[src/design/scs_cfg.svh]
/*
  offsets, field positions, reset values and timing counts of the
  system clock select block; assumes inclusion by bare name only
*/
`ifndef SCS_CFG_SVH
`define SCS_CFG_SVH

// register addresses on the special function register bus
`define SCS_CLOCK_SOURCE_SELECT_ADDR      8'h8F
`define SCS_EXTOSC_ADDR      8'hB6

// reset values
`define SCS_CLOCK_SOURCE_SELECT_RST       8'h00
`define SCS_EXTOSC_RST       8'h00

// clock_source_select fields
`define SCS_SRC_LSB          0
`define SCS_SRC_MSB          2
`define SCS_ODIV_LSB         4
`define SCS_ODIV_MSB         5

// external_oscillator_control fields
`define SCS_FRQ_LSB          0
`define SCS_FRQ_MSB          2
`define SCS_MODE_LSB         4
`define SCS_MODE_MSB         6
`define SCS_XVLD_BIT         7

// amplitude detector must stay good this many ref_clk cycles
`define SCS_XTAL_SETTLE_CYC  12'hFA0

`endif

[src/design/scs_pkg.sv]
/*
  types shared by the system clock select block;
  assumes scs_cfg.svh for the numeric constants
*/
package scs_pkg;

  // system clock source codes
  typedef enum logic [2:0] {
    SCS_SRC_HFOSC = 3'b000,
    SCS_SRC_EXT   = 3'b001,
    SCS_SRC_LFOSC = 3'b010,
    SCS_SRC_PLL   = 3'b100
  } scs_src_t;

  // external oscillator modes
  typedef enum logic [2:0] {
    SCS_XM_OFF0   = 3'b000,
    SCS_XM_OFF1   = 3'b001,
    SCS_XM_CMOS   = 3'b010,
    SCS_XM_CMOS2  = 3'b011,
    SCS_XM_RC     = 3'b100,
    SCS_XM_CAP    = 3'b101,
    SCS_XM_XTAL   = 3'b110,
    SCS_XM_OSC_OUTPUT_PIN  = 3'b111
  } scs_xmode_t;

  // glitch-free switch states
  typedef enum logic [1:0] {
    SCS_MX_RUN   = 2'b00,
    SCS_MX_DRAIN = 2'b01,
    SCS_MX_ACQ   = 2'b10
  } scs_mux_st_t;

endpackage

[src/design/scs_div_if.sv]
/*
  carrier between the top and one clock-level divider;
  assumes all levels are synchronous to ref_clk
*/
`timescale 1ns/1ps
interface scs_div_if;
  logic       src;   // input clock level
  logic [1:0] code;  // 00 /8, 01 /4, 10 /2, 11 /1
  logic       out;   // divided level, registered

  modport div (input src, input code, output out);
  modport user (output src, output code, input out);
endinterface

[src/design/scs_clk_div.sv]
/*
  divides a sampled clock level by 8, 4, 2 or 1;
  assumes the level is synchronous to ref_clk
*/
`timescale 1ns/1ps
module scs_clk_div (
  input  wire logic ref_clk,
  input  wire logic rst_b,
  scs_div_if.div    dv
);

  logic       prev_r;   // last sampled level
  logic       prev_nxt;
  logic [2:0] cnt_r;    // rising edge count
  logic [2:0] cnt_nxt;
  logic       out_r;    // registered output level
  logic       out_nxt;

  // next edge count and output tap
  always_comb begin
    prev_nxt = dv.src;
    cnt_nxt  = cnt_r + {2'h0, dv.src & ~prev_r};
    unique case (dv.code)
      2'b00: out_nxt = cnt_nxt[2];  // divide by 8
      2'b01: out_nxt = cnt_nxt[1];  // divide by 4
      2'b10: out_nxt = cnt_nxt[0];  // divide by 2
      2'b11: out_nxt = dv.src;      // straight through
    endcase
  end

  // state registers
  always_ff @(posedge ref_clk or negedge rst_b) begin
    if (!rst_b) begin
      prev_r <= 1'b0;
      cnt_r  <= 3'h0;
      out_r  <= 1'b0;
    end else begin
      prev_r <= prev_nxt;
      cnt_r  <= cnt_nxt;
      out_r  <= out_nxt;
    end
  end

  assign dv.out = out_r;

endmodule // scs_clk_div

[src/design/scs_clk_select.sv]
/*
  system clock source select and external oscillator control,
  with a glitch-free source mux and a divided clock output.
  assumes: oscillator levels sampled synchronously to ref_clk,
  a register port with address, write strobe and data, and the
  internal oscillator and pll controls kept outside this block
*/
`timescale 1ns/1ps
`include "scs_cfg.svh"

// Overview of operation
// - three-bit code picks system clock source
// - clock output divided by 1,2,4,8
// - select register resets to all zeros
// - select reserved bits read zero, write zero
// - crystal valid flag set once settled
// - external mode field decoded into eight modes
// - capacitor mode code selects k factor
// - external control bit 3 reads zero
// - external clock stays available for peripherals
// - source may change live when settled
// - internal oscillator selectable in same write
// - pll lock flag gates pll switch-over
// - crystal claims two pins, cmos rc and cap one, off none
// - rc and capacitor modes need no settling
// - high internal divider 8,4,2,1 per code
// - low internal divider 8,4,2,1 per code
module scs_clk_select (
  input  wire logic        ref_clk,
  input  wire logic        rst_b,
  input  wire logic [7:0]  sfr_addr,
  input  wire logic        sfr_wr,
  input  wire logic [7:0]  sfr_wdata,
  output logic      [7:0]  sfr_rdata,
  input  wire logic        hf_osc_clk,
  input  wire logic        lf_osc_clk,
  input  wire logic        ext_osc_clk,
  input  wire logic        pll_clk,
  input  wire logic [1:0]  hf_internal_divider,
  input  wire logic [1:0]  lf_internal_divider,
  input  wire logic        pll_lock_flag,
  input  wire logic        xtal_amp_ok,
  output logic             system_clock,
  output logic             clk_out_pin,
  output logic             ext_periph_clk,
  output logic [2:0]       ext_osc_mode_code,
  output logic [2:0]       ext_osc_freq_range,
  output logic [17:0]      cap_kfactor_x100,
  output logic             osc_input_pin_claim,
  output logic             osc_output_pin_claim
);

  // divider lanes: 0 high internal, 1 low internal, 2 external, 3 clock out
  scs_div_if dv [4] ();

  logic [2:0]          src_sel_r;     // system_clock_source_code
  logic [2:0]          src_sel_nxt;
  logic [1:0]          odiv_r;        // clock_output_divider
  logic [1:0]          odiv_nxt;
  logic [2:0]          mode_r;        // ext_osc_mode_code
  logic [2:0]          mode_nxt;
  logic [2:0]          frq_r;         // ext_osc_freq_range
  logic [2:0]          frq_nxt;
  logic [11:0]         settle_r;      // crystal settle counter
  logic [11:0]         settle_nxt;
  logic                xvld_r;        // crystal_valid_flag
  logic                xvld_nxt;
  logic [7:0]          rdata_r;       // read data
  logic [7:0]          rdata_nxt;
  scs_pkg::scs_mux_st_t mx_st_r;      // switch state
  scs_pkg::scs_mux_st_t mx_st_nxt;
  logic [2:0]          cur_src_r;     // source driving system_clock now
  logic [2:0]          cur_src_nxt;
  logic                sys_r;         // system clock level
  logic                sys_nxt;
  logic                eclk_r;        // peripheral external clock
  logic                clko_r;        // clock output pin level
  logic [17:0]         kf_r;          // k factor, hundredths
  logic [17:0]         kf_nxt;
  logic                pin_in_r;      // input pin taken over
  logic                pin_out_r;     // output pin taken over
  logic                ext_en;        // external circuit on
  logic                xtal_mode;     // crystal modes 11x
  logic                wr_sel;        // write to select register
  logic                wr_ext;        // write to external control

  // level of a source code; reserved codes give low
  function automatic logic src_level(input logic [2:0] code, input logic [3:0] lv);
    unique case (code)
      scs_pkg::SCS_SRC_HFOSC: src_level = lv[0];
      scs_pkg::SCS_SRC_EXT:   src_level = lv[1];
      scs_pkg::SCS_SRC_LFOSC: src_level = lv[2];
      scs_pkg::SCS_SRC_PLL:   src_level = lv[3];
      default:                src_level = 1'b0;
    endcase
  endfunction

  // a code the mux may take over; pll only when locked
  function automatic logic src_ok(input logic [2:0] code, input logic lock);
    unique case (code)
      scs_pkg::SCS_SRC_HFOSC,
      scs_pkg::SCS_SRC_EXT,
      scs_pkg::SCS_SRC_LFOSC: src_ok = 1'b1;
      scs_pkg::SCS_SRC_PLL:   src_ok = lock;
      default:                src_ok = 1'b0;
    endcase
  endfunction

  // divider lanes share one module
  for (genvar i = 0; i < 4; i++) begin : g_div
    scs_clk_div u_div (
      .ref_clk (ref_clk),
      .rst_b   (rst_b),
      .dv      (dv[i])
    );
  end

  assign ext_en    = (mode_r[2:1] != 2'b00);
  assign xtal_mode = (mode_r[2:1] == 2'b11);
  assign wr_sel    = sfr_wr && (sfr_addr == `SCS_CLOCK_SOURCE_SELECT_ADDR);
  assign wr_ext    = sfr_wr && (sfr_addr == `SCS_EXTOSC_ADDR);

  assign dv[0].src  = hf_osc_clk;
  assign dv[0].code = hf_internal_divider;
  assign dv[1].src  = lf_osc_clk;
  assign dv[1].code = lf_internal_divider;
  assign dv[2].src  = ext_osc_clk & ext_en;
  // cmos/2 and crystal/2 halve; the others pass straight through
  assign dv[2].code = (mode_r[1] & mode_r[0]) ? 2'b10 : 2'b11;
  assign dv[3].src  = sys_r;
  // code order of the output divider is the reverse of the lane's
  assign dv[3].code = ~odiv_r;

  // register writes; reserved bits never stored
  always_comb begin
    src_sel_nxt = src_sel_r;
    odiv_nxt    = odiv_r;
    mode_nxt    = mode_r;
    frq_nxt     = frq_r;
    if (wr_sel) begin
      src_sel_nxt = sfr_wdata[`SCS_SRC_MSB:`SCS_SRC_LSB];
      odiv_nxt    = sfr_wdata[`SCS_ODIV_MSB:`SCS_ODIV_LSB];
    end
    if (wr_ext) begin
      mode_nxt = sfr_wdata[`SCS_MODE_MSB:`SCS_MODE_LSB];
      frq_nxt  = sfr_wdata[`SCS_FRQ_MSB:`SCS_FRQ_LSB];
    end
  end

  // crystal settle: amplitude must hold for the whole count
  always_comb begin
    settle_nxt = settle_r;
    xvld_nxt   = xvld_r;
    if (!xtal_mode || !xtal_amp_ok) begin
      settle_nxt = 12'h000;
      xvld_nxt   = 1'b0;
    end else if (settle_r == `SCS_XTAL_SETTLE_CYC) begin
      xvld_nxt   = 1'b1;
    end else begin
      settle_nxt = settle_r + 12'h001;
    end
  end

  // registered read data, one cycle after the address
  always_comb begin
    rdata_nxt = 8'h00;
    unique case (sfr_addr)
      `SCS_CLOCK_SOURCE_SELECT_ADDR: rdata_nxt = {2'h0, odiv_r, 1'b0, src_sel_r};
      `SCS_EXTOSC_ADDR: rdata_nxt = {xvld_r, mode_r, 1'b0, frq_r};
      default:          rdata_nxt = 8'h00;
    endcase
  end

  // glitch-free switch: drain old source low, then wait new low
  always_comb begin
    mx_st_nxt   = mx_st_r;
    cur_src_nxt = cur_src_r;
    sys_nxt     = 1'b0;
    unique case (mx_st_r)
      scs_pkg::SCS_MX_RUN: begin
        sys_nxt = src_level(cur_src_r, {pll_clk, dv[1].out, dv[2].out, dv[0].out});
        // reserved codes keep the running source
        if (src_sel_r != cur_src_r && src_ok(src_sel_r, 1'b1)) begin
          mx_st_nxt = scs_pkg::SCS_MX_DRAIN;
        end
      end
      scs_pkg::SCS_MX_DRAIN: begin
        // hold output at its level until the old clock falls
        sys_nxt = sys_r & src_level(cur_src_r, {pll_clk, dv[1].out, dv[2].out, dv[0].out});
        if (!sys_nxt) begin
          mx_st_nxt = scs_pkg::SCS_MX_ACQ;
        end
      end
      scs_pkg::SCS_MX_ACQ: begin
        // low output until the new source is low and usable
        if (!src_level(src_sel_r, {pll_clk, dv[1].out, dv[2].out, dv[0].out}) &&
            src_ok(src_sel_r, pll_lock_flag)) begin
          cur_src_nxt = src_sel_r;
          mx_st_nxt   = scs_pkg::SCS_MX_RUN;
        end
      end
      default: mx_st_nxt = scs_pkg::SCS_MX_RUN;
    endcase
  end

  // capacitor k factor, only meaningful in capacitor mode
  always_comb begin
    unique case (frq_r)
      3'b000: kf_nxt = 18'h00057;
      3'b001: kf_nxt = 18'h00104;
      3'b010: kf_nxt = 18'h00302;
      3'b011: kf_nxt = 18'h00898;
      3'b100: kf_nxt = 18'h01964;
      3'b101: kf_nxt = 18'h04650;
      3'b110: kf_nxt = 18'h10360;
      3'b111: kf_nxt = 18'h26D18;
    endcase
  end

  // all state registers
  always_ff @(posedge ref_clk or negedge rst_b) begin
    if (!rst_b) begin
      src_sel_r <= 3'(`SCS_CLOCK_SOURCE_SELECT_RST);
      odiv_r    <= 2'(`SCS_CLOCK_SOURCE_SELECT_RST >> `SCS_ODIV_LSB);
      mode_r    <= 3'(`SCS_EXTOSC_RST >> `SCS_MODE_LSB);
      frq_r     <= 3'(`SCS_EXTOSC_RST);
      settle_r  <= 12'h000;
      xvld_r    <= 1'b0;
      rdata_r   <= 8'h00;
      mx_st_r   <= scs_pkg::SCS_MX_RUN;
      cur_src_r <= 3'h0;
      sys_r     <= 1'b0;
      eclk_r    <= 1'b0;
      clko_r    <= 1'b0;
      kf_r      <= 18'h00000;
      pin_in_r  <= 1'b0;
      pin_out_r <= 1'b0;
    end else begin
      src_sel_r <= src_sel_nxt;
      odiv_r    <= odiv_nxt;
      mode_r    <= mode_nxt;
      frq_r     <= frq_nxt;
      settle_r  <= settle_nxt;
      xvld_r    <= xvld_nxt;
      rdata_r   <= rdata_nxt;
      mx_st_r   <= mx_st_nxt;
      cur_src_r <= cur_src_nxt;
      sys_r     <= sys_nxt;
      eclk_r    <= dv[2].out;
      clko_r    <= dv[3].out;
      kf_r      <= kf_nxt;
      pin_in_r  <= xtal_mode;
      pin_out_r <= ext_en;
    end
  end

  assign sfr_rdata            = rdata_r;
  assign system_clock         = sys_r;
  assign clk_out_pin          = clko_r;
  assign ext_periph_clk       = eclk_r;
  assign ext_osc_mode_code    = mode_r;
  assign ext_osc_freq_range   = frq_r;
  assign cap_kfactor_x100     = kf_r;
  assign osc_input_pin_claim  = pin_in_r;
  assign osc_output_pin_claim = pin_out_r;

endmodule // scs_clk_select

[config.mk]
export PLATFORM = sky130hd
export DESIGN_NAME = scs_clk_select
export DESIGN_NICKNAME = d
export VERILOG_FILES = /design/src/design/scs_pkg.sv /design/src/design/scs_div_if.sv /design/src/design/scs_clk_div.sv /design/src/design/scs_clk_select.sv
export VERILOG_INCLUDE_DIRS = /design/src /design/src/design
export SDC_FILE = /design/constraint.sdc
export NUM_CORES = 1
export LEC_CHECK = 0
export ABC_AREA = 1
export BUFFER_PORTS_ARGS = -buffer_cell sky130_fd_sc_hd__buf_2
export CAP_MARGIN = 0
export CORE_AREA = 2 2 96 70
export DETAILED_ROUTE_END_ITERATION = 8
export DIE_AREA = 0 0 98 72
export PLACE_DENSITY = 0.77
export SLEW_MARGIN = 30
export SYNTH_ARGS = -nofsm -noshare
export SYNTH_HDL_FRONTEND = slang
export SYNTH_SLANG_ARGS = --single-unit
[constraint.sdc]
create_clock -name ref_clk -period 2 [get_ports ref_clk]
set_clock_uncertainty 0.2 [all_clocks]
set_input_delay 0.4 -clock ref_clk [delete_from_list [all_inputs] [get_ports ref_clk]]
set_output_delay 0.4 -clock ref_clk [all_outputs]
set_load 0.02 [all_outputs]
==> results_dict.tcl, run 1 <==
set metrics [dict create \
    worstSetupEndpoint "g_div[1].u_div.dv.out$_DFF_PN0_" \
    netlist_area_um2 3240 \
    start_util_pct 53.1 \
    slowest_stage "dlygate4sd3_1" \
    antenna_found_initial 0 \
    area.growth.synth_to_final_pct 19.2 \
    synth_ff_type "dfrtp_1" \
    finalHoldViolations 0 \
    fin_tns_setup_ns 0 \
    max_stage_delay_ns 0.53 \
    yosysSeqAreaShare_pct 57.2 \
    numCtsBuffers 9 \
    reg2reg_to "cap_kfactor_x100[11]$_DFF_PN0_" \
    synthDistinctLibCells 31 \
    avgSynthCellArea_um2 9.41 \
    die_x_um 98 \
    synth_cells 344 \
    max-vdd-ir-drop_v 0.000659 \
    n_fill_cell 502 \
    rsz0062_at_grt "no" \
    crit_chain "dlygate4sd3_1, buf_2, inv_1, nor2_1, ha_1, ha_1, xor2_1, nand2_1, a21oi_1" \
    wl_um 6500 \
    synthTopCellsByCount "74 x dfrtp_1, 66 x nand2_1, 47 x inv_1" \
    crit_required_ns 2.07 \
    whs_path_depth 3 \
    slew_viol_final 0 \
    dp_hpwl_um 4720 \
    synth_seq_cells 74 \
    die_y_um 72 \
    start_kind "primary input" \
    drcViolationCount 0 \
    ioPinCount 66 \
    fmax_mhz 542 \
    synth_top_cell_by_area "dfrtp_1" \
    ant_nets 0 \
    cp_common_cell "ha_1" \
    place.gp.congestion 0.852 \
    path_class "in2reg" \
    cts_htree_levels 3 \
    cts.reportedPaths.clkPinSlew_ns 0.08 \
    cts_max_path_buffers 2 \
    r2r_slack_ns 0.34 \
    fin_util_pct 63.3 \
    r2r_cells 4 \
    synth-edff-count 0 \
    clock_latency_ns 0.35 \
    vias_per_cell 4.92 \
    dr.pass1.iters 4 \
    placementRows 24 \
    cp_data_arrival_time_ns 1.92 \
    status "finished, final reports clean" \
    period_needed_ns 1.85 \
    drt_iter0_drc 135 \
    drive_gt1_share_pct 22.1 \
    post_cts_buffers 0 \
    rr_startpoint "ext_osc_freq_range[0]$_DFFE_PN0P_" \
    track_usage_pct 19.6 \
    wire_per_inst_um 13.1 \
    ys_top_cells_by_area "dfrtp_1 57%, nand2_1 7.7%, inv_1 5.4%" \
    port_buffers 61 \
    startpoint "lf_osc_clk" \
    cts.sinks 74 \
    end_kind "flop" \
    synthArstFlopShare_pct 100 \
    setup_slack_ns 0.153 \
    drv_cap 0 \
    yosysMostFrequentCell "dfrtp_1" \
    cts_root_buf "clkbuf_8" \
    nNetsFinal 454 \
    p_leak_nw 2.03 \
    dieArea_um2 7060 \
    grt_pass1_vias 2360 \
    post-place-ws_ns 0.288 \
    grt_max_degree 75 \
    grt_pass1_wl_um 10800 \
    antennaDiodeCount 0 \
    grt_remaining_overflow 0 \
    synth_top_cell_area_share_pct 57.2 \
    regArea_um2 1850 \
    multi_input_area_um2 1150 \
    via_count 2433 \
    worstPathMaxFanout 2 \
    core_um2 6100 \
    finalCritPeriodShare_pct 92.3 \
    power.density_nw_per_um2 1030 \
    finalSetupViolCount 0 \
    cts_tree "done" \
    hp-class "in2reg" \
    yosysWarnings 0 \
]
==> worst max-delay path, delay by kind of cell <==
| family | cells | cell delay (ns) |
|---|---|---|
| AOI/OAI and AO/OA | 1 | 0.14 |
| adders and majority gates | 2 | 0.35 |
| and+or+nand+nor | 2 | 0.11 |
| buffers and inverters | 3 | 0.72 |
| xor gates and xnor gates | 1 | 0.19 |
==> cells in the final DEF (no fill, tap or decap), types with 5 or more instances in the layout <==
master,Yosys,routed
o21ai_0,26,26
xor2_1,5,5
o22ai_1,5,5
nor3_1,5,5
inv_1,47,47
nand2_1,66,66
nand3_1,17,17
dfrtp_1,74,74
a21oi_1,11,11
nand4_1,7,7
ha_1,13,13
buf_2,2,61
nor2_1,36,36
clkbuf_8,0,10
==> state kept, by name (all words and copies together) (netlist names), 2 cells and up <==
name	flops
settle_r	12
cur_src_r	3
ext_osc_freq_range	3
mx_st_r	2
g_div.u_div.cnt_r	10
cap_kfactor_x100	15
sfr_rdata	7
g_div.u_div.dv.out	4
ext_osc_mode_code	3
odiv_r	2
g_div.u_div.prev_r	4
src_sel_r	3
==> final cells by class <==
type                    instances  area share (%)
clock inverters                 6            2.33
well taps                      78            2.53
flip-flops and latches         74            48.0
inverters                      48            4.67
multi-input cells             214            29.7
clock buffers                  10            3.57
repair buffers                 65            9.21
==> report_power, final <==
group | internal, mW | leakage (nW) | total [mW] | switching (mW)
registers | 1.76 | 0.899 | 1.93 | 0.164
clock network | 0.738 | 0.112 | 1.29 | 0.551
logic | 0.280 | 1.02 | 0.762 | 0.482
total | 2.78 | 2.03 | 3.98 | 1.20
==> worst min path at each step <==
stage	startpoint	endpoint	slack, ns
floorplan	rst_b	cap_kfactor_x100[0]$_DFF_PN0_	-0.1
global placement	g_div[3].u_div.dv.out$_DFF_PN0_	clk_out_pin$_DFF_PN0_	0.13
detailed placement	g_div[3].u_div.dv.out$_DFF_PN0_	clk_out_pin$_DFF_PN0_	0.16
CTS	sfr_wdata[0]	src_sel_r[0]$_DFFE_PN0P_	0.07
global route	sfr_wdata[0]	src_sel_r[0]$_DFFE_PN0P_	0.09
finish	sfr_wdata[1]	src_sel_r[1]$_DFFE_PN0P_	0.09
==> per-layer routing <==
layer	part of all wire, %	vias up	track usage, %
li1	-	1225	-
met1	47	1138	26.2
met2	45	60	31.1
met3	6.2	10	6.17
met4	1.3	0	6.64
met5	0	-	0
==> stage by stage <==
| stage | hold slack (ns) | cells | area (um2) | power (mW) |
|---|---|---|---|---|
| 2_1_floorplan | -0.0956 | 345 | 3240 | 2.45 |
| 3_3_place_gp | 0.132 | 476 | 3600 | 2.67 |
| 3_5_place_dp | 0.158 | 476 | 3600 | 2.71 |
| 4_1_cts | 0.0720 | 495 | 3860 | 4.02 |
| 5_1_grt | 0.0858 | 495 | 3860 | 4.21 |
| 6_report | 0.0863 | 495 | 3860 | 3.98 |
==> kinds of logic (layout without fill, tap and decap cells) <==
family / Yosys count / after routing / share of synthesized area [%]
AO/OA/AOI/OAI: 45 / 45 / 7.26
XOR/XNOR: 8 / 8 / 2.16
AND/OR/NAND/NOR: 146 / 146 / 20.7
other: 1 / 2 / 0.116
buffers and inverters: 57 / 129 / 7.50
adder cells (fa/ha/maj): 13 / 13 / 5.02
flip-flops: 74 / 74 / 57.2
==> repair_timing <==
item / 4_1_cts / 5_1_grt
gates resized for setup: 0 / 0
endpoints found under the hold margin: 76 / 0
hold buffers: 3 / 0
Power figures use the tool's default switching activity.
==> run 2, diff against run 1 <==
- GPL_TIMING_DRIVEN: unset -> 0
==> results_dict.tcl, run 2 (synthesis results as in run 1) <==
set metrics [dict create \
    drcViolationCount 0 \
    die_x_um 98 \
    wire_per_inst_um 13.0 \
    start_util_pct 53.1 \
    start_kind "primary input" \
    r2r_cells 4 \
    dieArea_um2 7060 \
    fmax_mhz 531 \
    mostFrequentLayoutCells "74 x dfrtp_1, 66 x nand2_1, 62 x buf_2" \
    crit_required_ns 2.06 \
    largest_register_ff_count 15 \
    drt_iter0_drc 130 \
    cts_root_buf "clkbuf_8" \
    finalHoldViolations 0 \
    post_cts_buffers 0 \
    slew_viol_final 0 \
    reg2reg_to "cap_kfactor_x100[11]$_DFF_PN0_" \
    path_class "in2reg" \
    hp-class "in2reg" \
    rr_startpoint "ext_osc_freq_range[0]$_DFFE_PN0P_" \
    cp_data_arrival_time_ns 1.94 \
    port_buffers 61 \
    worstPathMaxFanout 2 \
    crit_chain "dlygate4sd3_1, buf_2, inv_1, nor2_1, ha_1, ha_1, xor2_1, nand2_1, a21oi_1" \
    finalSetupViolCount 0 \
    crit_family "buffers and inverters" \
    grt_pass1_wl_um 11000 \
    final_common_cell "dfrtp_1" \
    core_um2 6100 \
    numCtsBuffers 9 \
    antenna_found_initial 0 \
    finalCritPeriodShare_pct 94.2 \
    cts.reportedPaths.clkPinSlew_ns 0.08 \
    drv_cap 0 \
    dpl.cell_count 485 \
    max_stage_delay_ns 0.53 \
    holdPathEnd "src_sel_r[1]$_DFFE_PN0P_" \
    whs_path_depth 3 \
    max-vdd-ir-drop_v 0.000669 \
    power_mw 4.13 \
    wl_um 6520 \
    placementRows 24 \
    grt_remaining_overflow 0 \
    hp-start "sfr_wdata[1]" \
    ant_nets 0 \
    period_needed_ns 1.88 \
    post-place-ws_ns 0.301 \
    multi_input_area_um2 1150 \
    cp_common_cell "ha_1" \
    dr.pass1.iters 4 \
    dp_hpwl_um 4890 \
    rsz0062_at_grt "no" \
    fin_cells 503 \
    n_fill_cell 521 \
    grt_pass1_vias 2399 \
    die_y_um 72 \
    status "finished, final reports clean" \
    r2r_slack_ns 0.37 \
    setup_slack_ns 0.117 \
    cts_max_path_buffers 2 \
    clock_latency_ns 0.33 \
    regArea_um2 1850 \
    area.growth.synth_to_final_pct 22.1 \
    cts.sinks 74 \
    worst-path-buf-inv 3 \
    cts_htree_levels 3 \
    place.gp.congestion 0.841 \
    end_kind "flop" \
    track_usage_pct 20.0 \
    slowest_stage "dlygate4sd3_1" \
    nNetsFinal 463 \
    ioPinCount 66 \
    grt_max_degree 53 \
    cts_tree "done" \
    vias_per_cell 4.94 \
    via_count 2487 \
    antennaDiodeCount 0 \
    p_leak_nw 2.09 \
    drive_gt1_share_pct 23.3 \
    power.density_nw_per_um2 1050 \
]
## run 2: changes by cell type in the layout (fill, tap and decap cells not counted), sizes merged
cell | before | now
buf | 62 | 70
bufinv | 2 | 3
clkbuf | 10 | 12
clkinv | 3 | 1
clkinvlp | 1 | 0
## run 2: worst max-delay path by stage
| stage | from | endpoint | cells past startpoint |
|---|---|---|---|
| finish | hf_osc_clk | g_div[0].u_div.dv.out$_DFF_PN0_ | 9 |
| global route | lf_osc_clk | g_div[1].u_div.dv.out$_DFF_PN0_ | 9 |
| CTS | hf_osc_clk | g_div[0].u_div.dv.out$_DFF_PN0_ | 9 |
| detailed placement | sfr_addr[6] | src_sel_r[2]$_DFFE_PN0P_ | 7 |
| global placement | rst_b | clk_out_pin$_DFF_PN0_ | 1 |
| floorplan | ext_osc_freq_range[0]$_DFFE_PN0P_ | cap_kfactor_x100[11]$_DFF_PN0_ | 4 |
## run 2: tightest hold or removal path, cell delays in order
cell     delay, ns
buf_2         0.09
nand2_1       0.05
o21ai_0       0.05
## run 2: cell type report
type / instances / area share [%]
well taps: 78 / 2.47
flip-flops and latches: 74 / 46.8
repair buffers: 65 / 9.24
clock buffers: 11 / 3.83
inverters: 48 / 4.56
plain buffers: 9 / 1.58
clock inverters: 4 / 2.50
multi-input cells: 214 / 29.0
## run 2: through the flow
stage | util, % | hold WS [ns] | cell area (um2) | setup TNS (ns)
2_1_floorplan | - | -0.0956 | 3240 | 0
3_3_place_gp | 59.8 | 0.131 | 3640 | -5.71
3_5_place_dp | 60.3 | 0.118 | 3670 | 0
4_1_cts | 64.9 | 0.0726 | 3960 | 0
5_1_grt | 64.9 | 0.0683 | 3960 | 0
6_report | 64.9 | 0.0880 | 3960 | 0
## run 2: report_power, final
group	total (mW)	switching [mW]	internal, mW
clock	1.42	0.531	0.893
sequential	1.92	0.157	1.76
combinational	0.790	0.491	0.299
## run 2: layer usage
layer | share of wire (%) | vias to the layer above | track usage [%] | routed length, um
li1 | - | 1244 | - | -
met1 | 45 | 1170 | 26.8 | 2960
met2 | 47 | 69 | 31.4 | 3090
met3 | 6.7 | 4 | 7.90 | 435
met4 | 0.67 | 0 | 4.32 | 44
met5 | 0 | - | 0 | 0
## run 2: timing repair
item	CTS	global route
hold buffers	3	0
endpoints found under the hold margin	24	0
gates resized for setup	0	0
==> run 3, diff against run 2 <==
- ABC_AREA: 1 -> unset
- CORE_AREA: 2 2 96 70 -> 2 2 95 69
- DIE_AREA: 0 0 98 72 -> 0 0 97 71
- HOLD_SLACK_MARGIN: unset -> 0.12
- PLACE_DENSITY: 0.77 -> 0.78
==> results_dict.tcl, run 3 <==
set metrics [dict create \
    synthDistinctLibCells 46 \
    drt_iter0_drc 121 \
    grt_remaining_overflow 0 \
    cts.reportedPaths.clkPinSlew_ns 0.07 \
    ant_nets 0 \
    synth_top_cell_area_share_pct 58.7 \
    place.gp.congestion 0.909 \
    finalCritPeriodShare_pct 98.7 \
    period_needed_ns 1.97 \
    intPower_mw 2.67 \
    grt_max_degree 54 \
    wire_per_inst_um 14.8 \
    cp_data_arrival_time_ns 2.00 \
    wl_um 6180 \
    antenna_found_initial 0 \
    mostFrequentLayoutCells "73 x dfrtp_1, 61 x buf_2, 17 x nor2_1" \
    die_y_um 71 \
    max-vdd-ir-drop_v 0.000507 \
    numCtsBuffers 9 \
    ioPinCount 66 \
    end_kind "flop" \
    crit_required_ns 2.03 \
    port_buffers 61 \
    fmax_mhz 506 \
    synth-edff-count 0 \
    cts_htree_levels 3 \
    yosysWarnings 0 \
    slew_headroom_pct 41.3 \
    rsz0062_at_grt "yes" \
    setup_slack_ns 0.0252 \
    start_kind "flop" \
    synth_seq_cells 74 \
    synth_ff_type "dfrtp_1" \
    drcViolationCount 0 \
    ys_top_cells_by_area "dfrtp_1 59%, mux2_2 5.7%, ha_1 5.2%" \
    worst_slew_pin_slew_ns 0.873 \
    p_leak_nw 1.93 \
    grt_pass1_wl_um 10100 \
    power.density_nw_per_um2 943 \
    nNetsFinal 379 \
    clock_latency_ns 0.34 \
    vias_per_cell 5.17 \
    slew_viol_final 0 \
    cts_tree "done" \
    synthArstFlopShare_pct 100 \
    cts.sinks 74 \
    synth_cells 252 \
    finalSetupViolCount 0 \
    final_common_cell "dfrtp_1" \
    antennaDiodeCount 0 \
    placementRows 24 \
    worstPathMaxFanout 10 \
    synth_top_cell_by_area "dfrtp_1" \
    avgSynthCellArea_um2 12.5 \
    status "finished, final reports clean" \
    path_class "reg2reg" \
    fin_cells 419 \
    grt_pass1_vias 2028 \
    track_usage_pct 19.2 \
    p_sw_mw 1.02 \
    post-place-ws_ns -0.00313 \
    power.share.clock_pct 30.4 \
    cts_max_path_buffers 2 \
    fin_util_pct 64.8 \
    switching_share_pct 27.6 \
    dr.pass1.iters 5 \
    drv_cap 0 \
    dpl.cell_count 393 \
    area.growth.synth_to_final_pct 24.0 \
    largest_register_ff_count 15 \
    hp-class "in2reg" \
    via_count 2168 \
    dieArea_um2 6890 \
    netlist_area_um2 3150 \
    fin_tns_setup_ns 0 \
    combPwrFrac_pct 18.7 \
    drive_gt1_share_pct 31.1 \
    finalHoldViolations 0 \
    start_util_pct 52.3 \
    dp_hpwl_um 4280 \
    core_um2 6040 \
    seq_power_share_pct 50.9 \
    yosysMostFrequentCell "dfrtp_1" \
    die_x_um 97 \
    cts_root_buf "clkbuf_8" \
    yosysSeqAreaShare_pct 58.7 \
    synthTopCellsByCount "74 x dfrtp_1, 17 x nor2_1, 16 x mux2_2" \
]
run 3: cell count changes after synthesis, sizes merged, moves of 6 or more:
cell / change
nand2: -61
inv: -39
nor2: -23
o21ai: -23
mux2: +16
nand3: -10
and2: +7
nand4: -6
nor2b: +6
run 3: timing repair:
item	CTS	global route
hold buffers	10	0
resized for setup	1	3
endpoints found under the hold margin	88	0
setup endpoints to repair	1	4
pin swaps	0	0
buffers inserted	0	1
run 3: logic make-up after synthesis:
logic type,count (synthesis),synth area share (%)
and+or+nand+nor,80,14.3
DFF,74,58.7
AOI/OAI and AO/OA,33,7.14
muxes,20,8.17
buffers and inverters,18,2.78
adders and majority gates,13,5.16
xor gates and xnor gates,13,3.61
other,1,0.119
run 3: metrics by stage:
step / area [um2] / hold WS [ns] / power, mW
after floorplan: 3160 / -0.0956 / 2.32
after global placement: 3560 / 0.137 / 2.51
after detailed placement: 3600 / 0.116 / 2.56
after CTS: 3900 / 0.123 / 3.71
after global routing: 3910 / 0.128 / 3.88
final: 3910 / 0.132 / 3.69
run 3: worst paths after layout:
path / startpoint / endpoint / slack [ns] / cells past startpoint
setup / recovery: src_sel_r[1]$_DFFE_PN0P_ / cur_src_r[0]$_DFFE_PN0P_ / 0.03 / 5
hold / removal: lf_internal_divider[1] / g_div[1].u_div.dv.out$_DFF_PN0_ / 0.13 / 2
setup reg to reg: src_sel_r[1]$_DFFE_PN0P_ / cur_src_r[0]$_DFFE_PN0P_ / 0.03 / 5
hold reg to reg: g_div[3].u_div.dv.out$_DFF_PN0_ / clk_out_pin$_DFF_PN0_ / 0.14 / 0
max in group asynchronous: rst_b / system_clock$_DFF_PN0_ / 0.76 / 3
min in group asynchronous: rst_b / cap_kfactor_x100[16]$_DFF_PN0_ / 0.28 / 2
run 3: layout make-up:
cell class | instances | area [um2]
fillers | 484 | 2130
flip-flops and latches | 74 | 1850
clock inverters | 2 | 37.5
multi-input cells | 161 | 1240
clock buffers | 13 | 149
repair buffers | 73 | 443
well taps | 78 | 97.6
inverters | 9 | 33.8
plain buffers | 9 | 57.6
run 3: per-layer routing:
metal | track usage, % | wire length [um] | vias to the layer above
met5 | 0 | 0 | -
met3 | 5.83 | 382 | 10
met4 | 7.51 | 87 | 0
met2 | 29.0 | 2850 | 68
met1 | 26.5 | 2860 | 1038
li1 | - | - | 1052
run 3: power by group through the flow:
stage	sequential (mW)	combinational [mW]	clock, mW
2_1_floorplan	1.92	0.400	0
3_5_place_dp	1.90	0.661	0
5_1_grt	1.90	0.770	1.21
4_1_cts	1.87	0.692	1.14
6_report	1.88	0.688	1.12
3_3_place_gp	1.89	0.620	0
run 3: worst max-delay path, cell delays in order (launching register included):
cell and delay (ns):
dfrtp_1 0.34, buf_6 0.13, or3b_1 0.34, a21o_1 0.20, a211oi_4 0.27, mux2_2 0.38
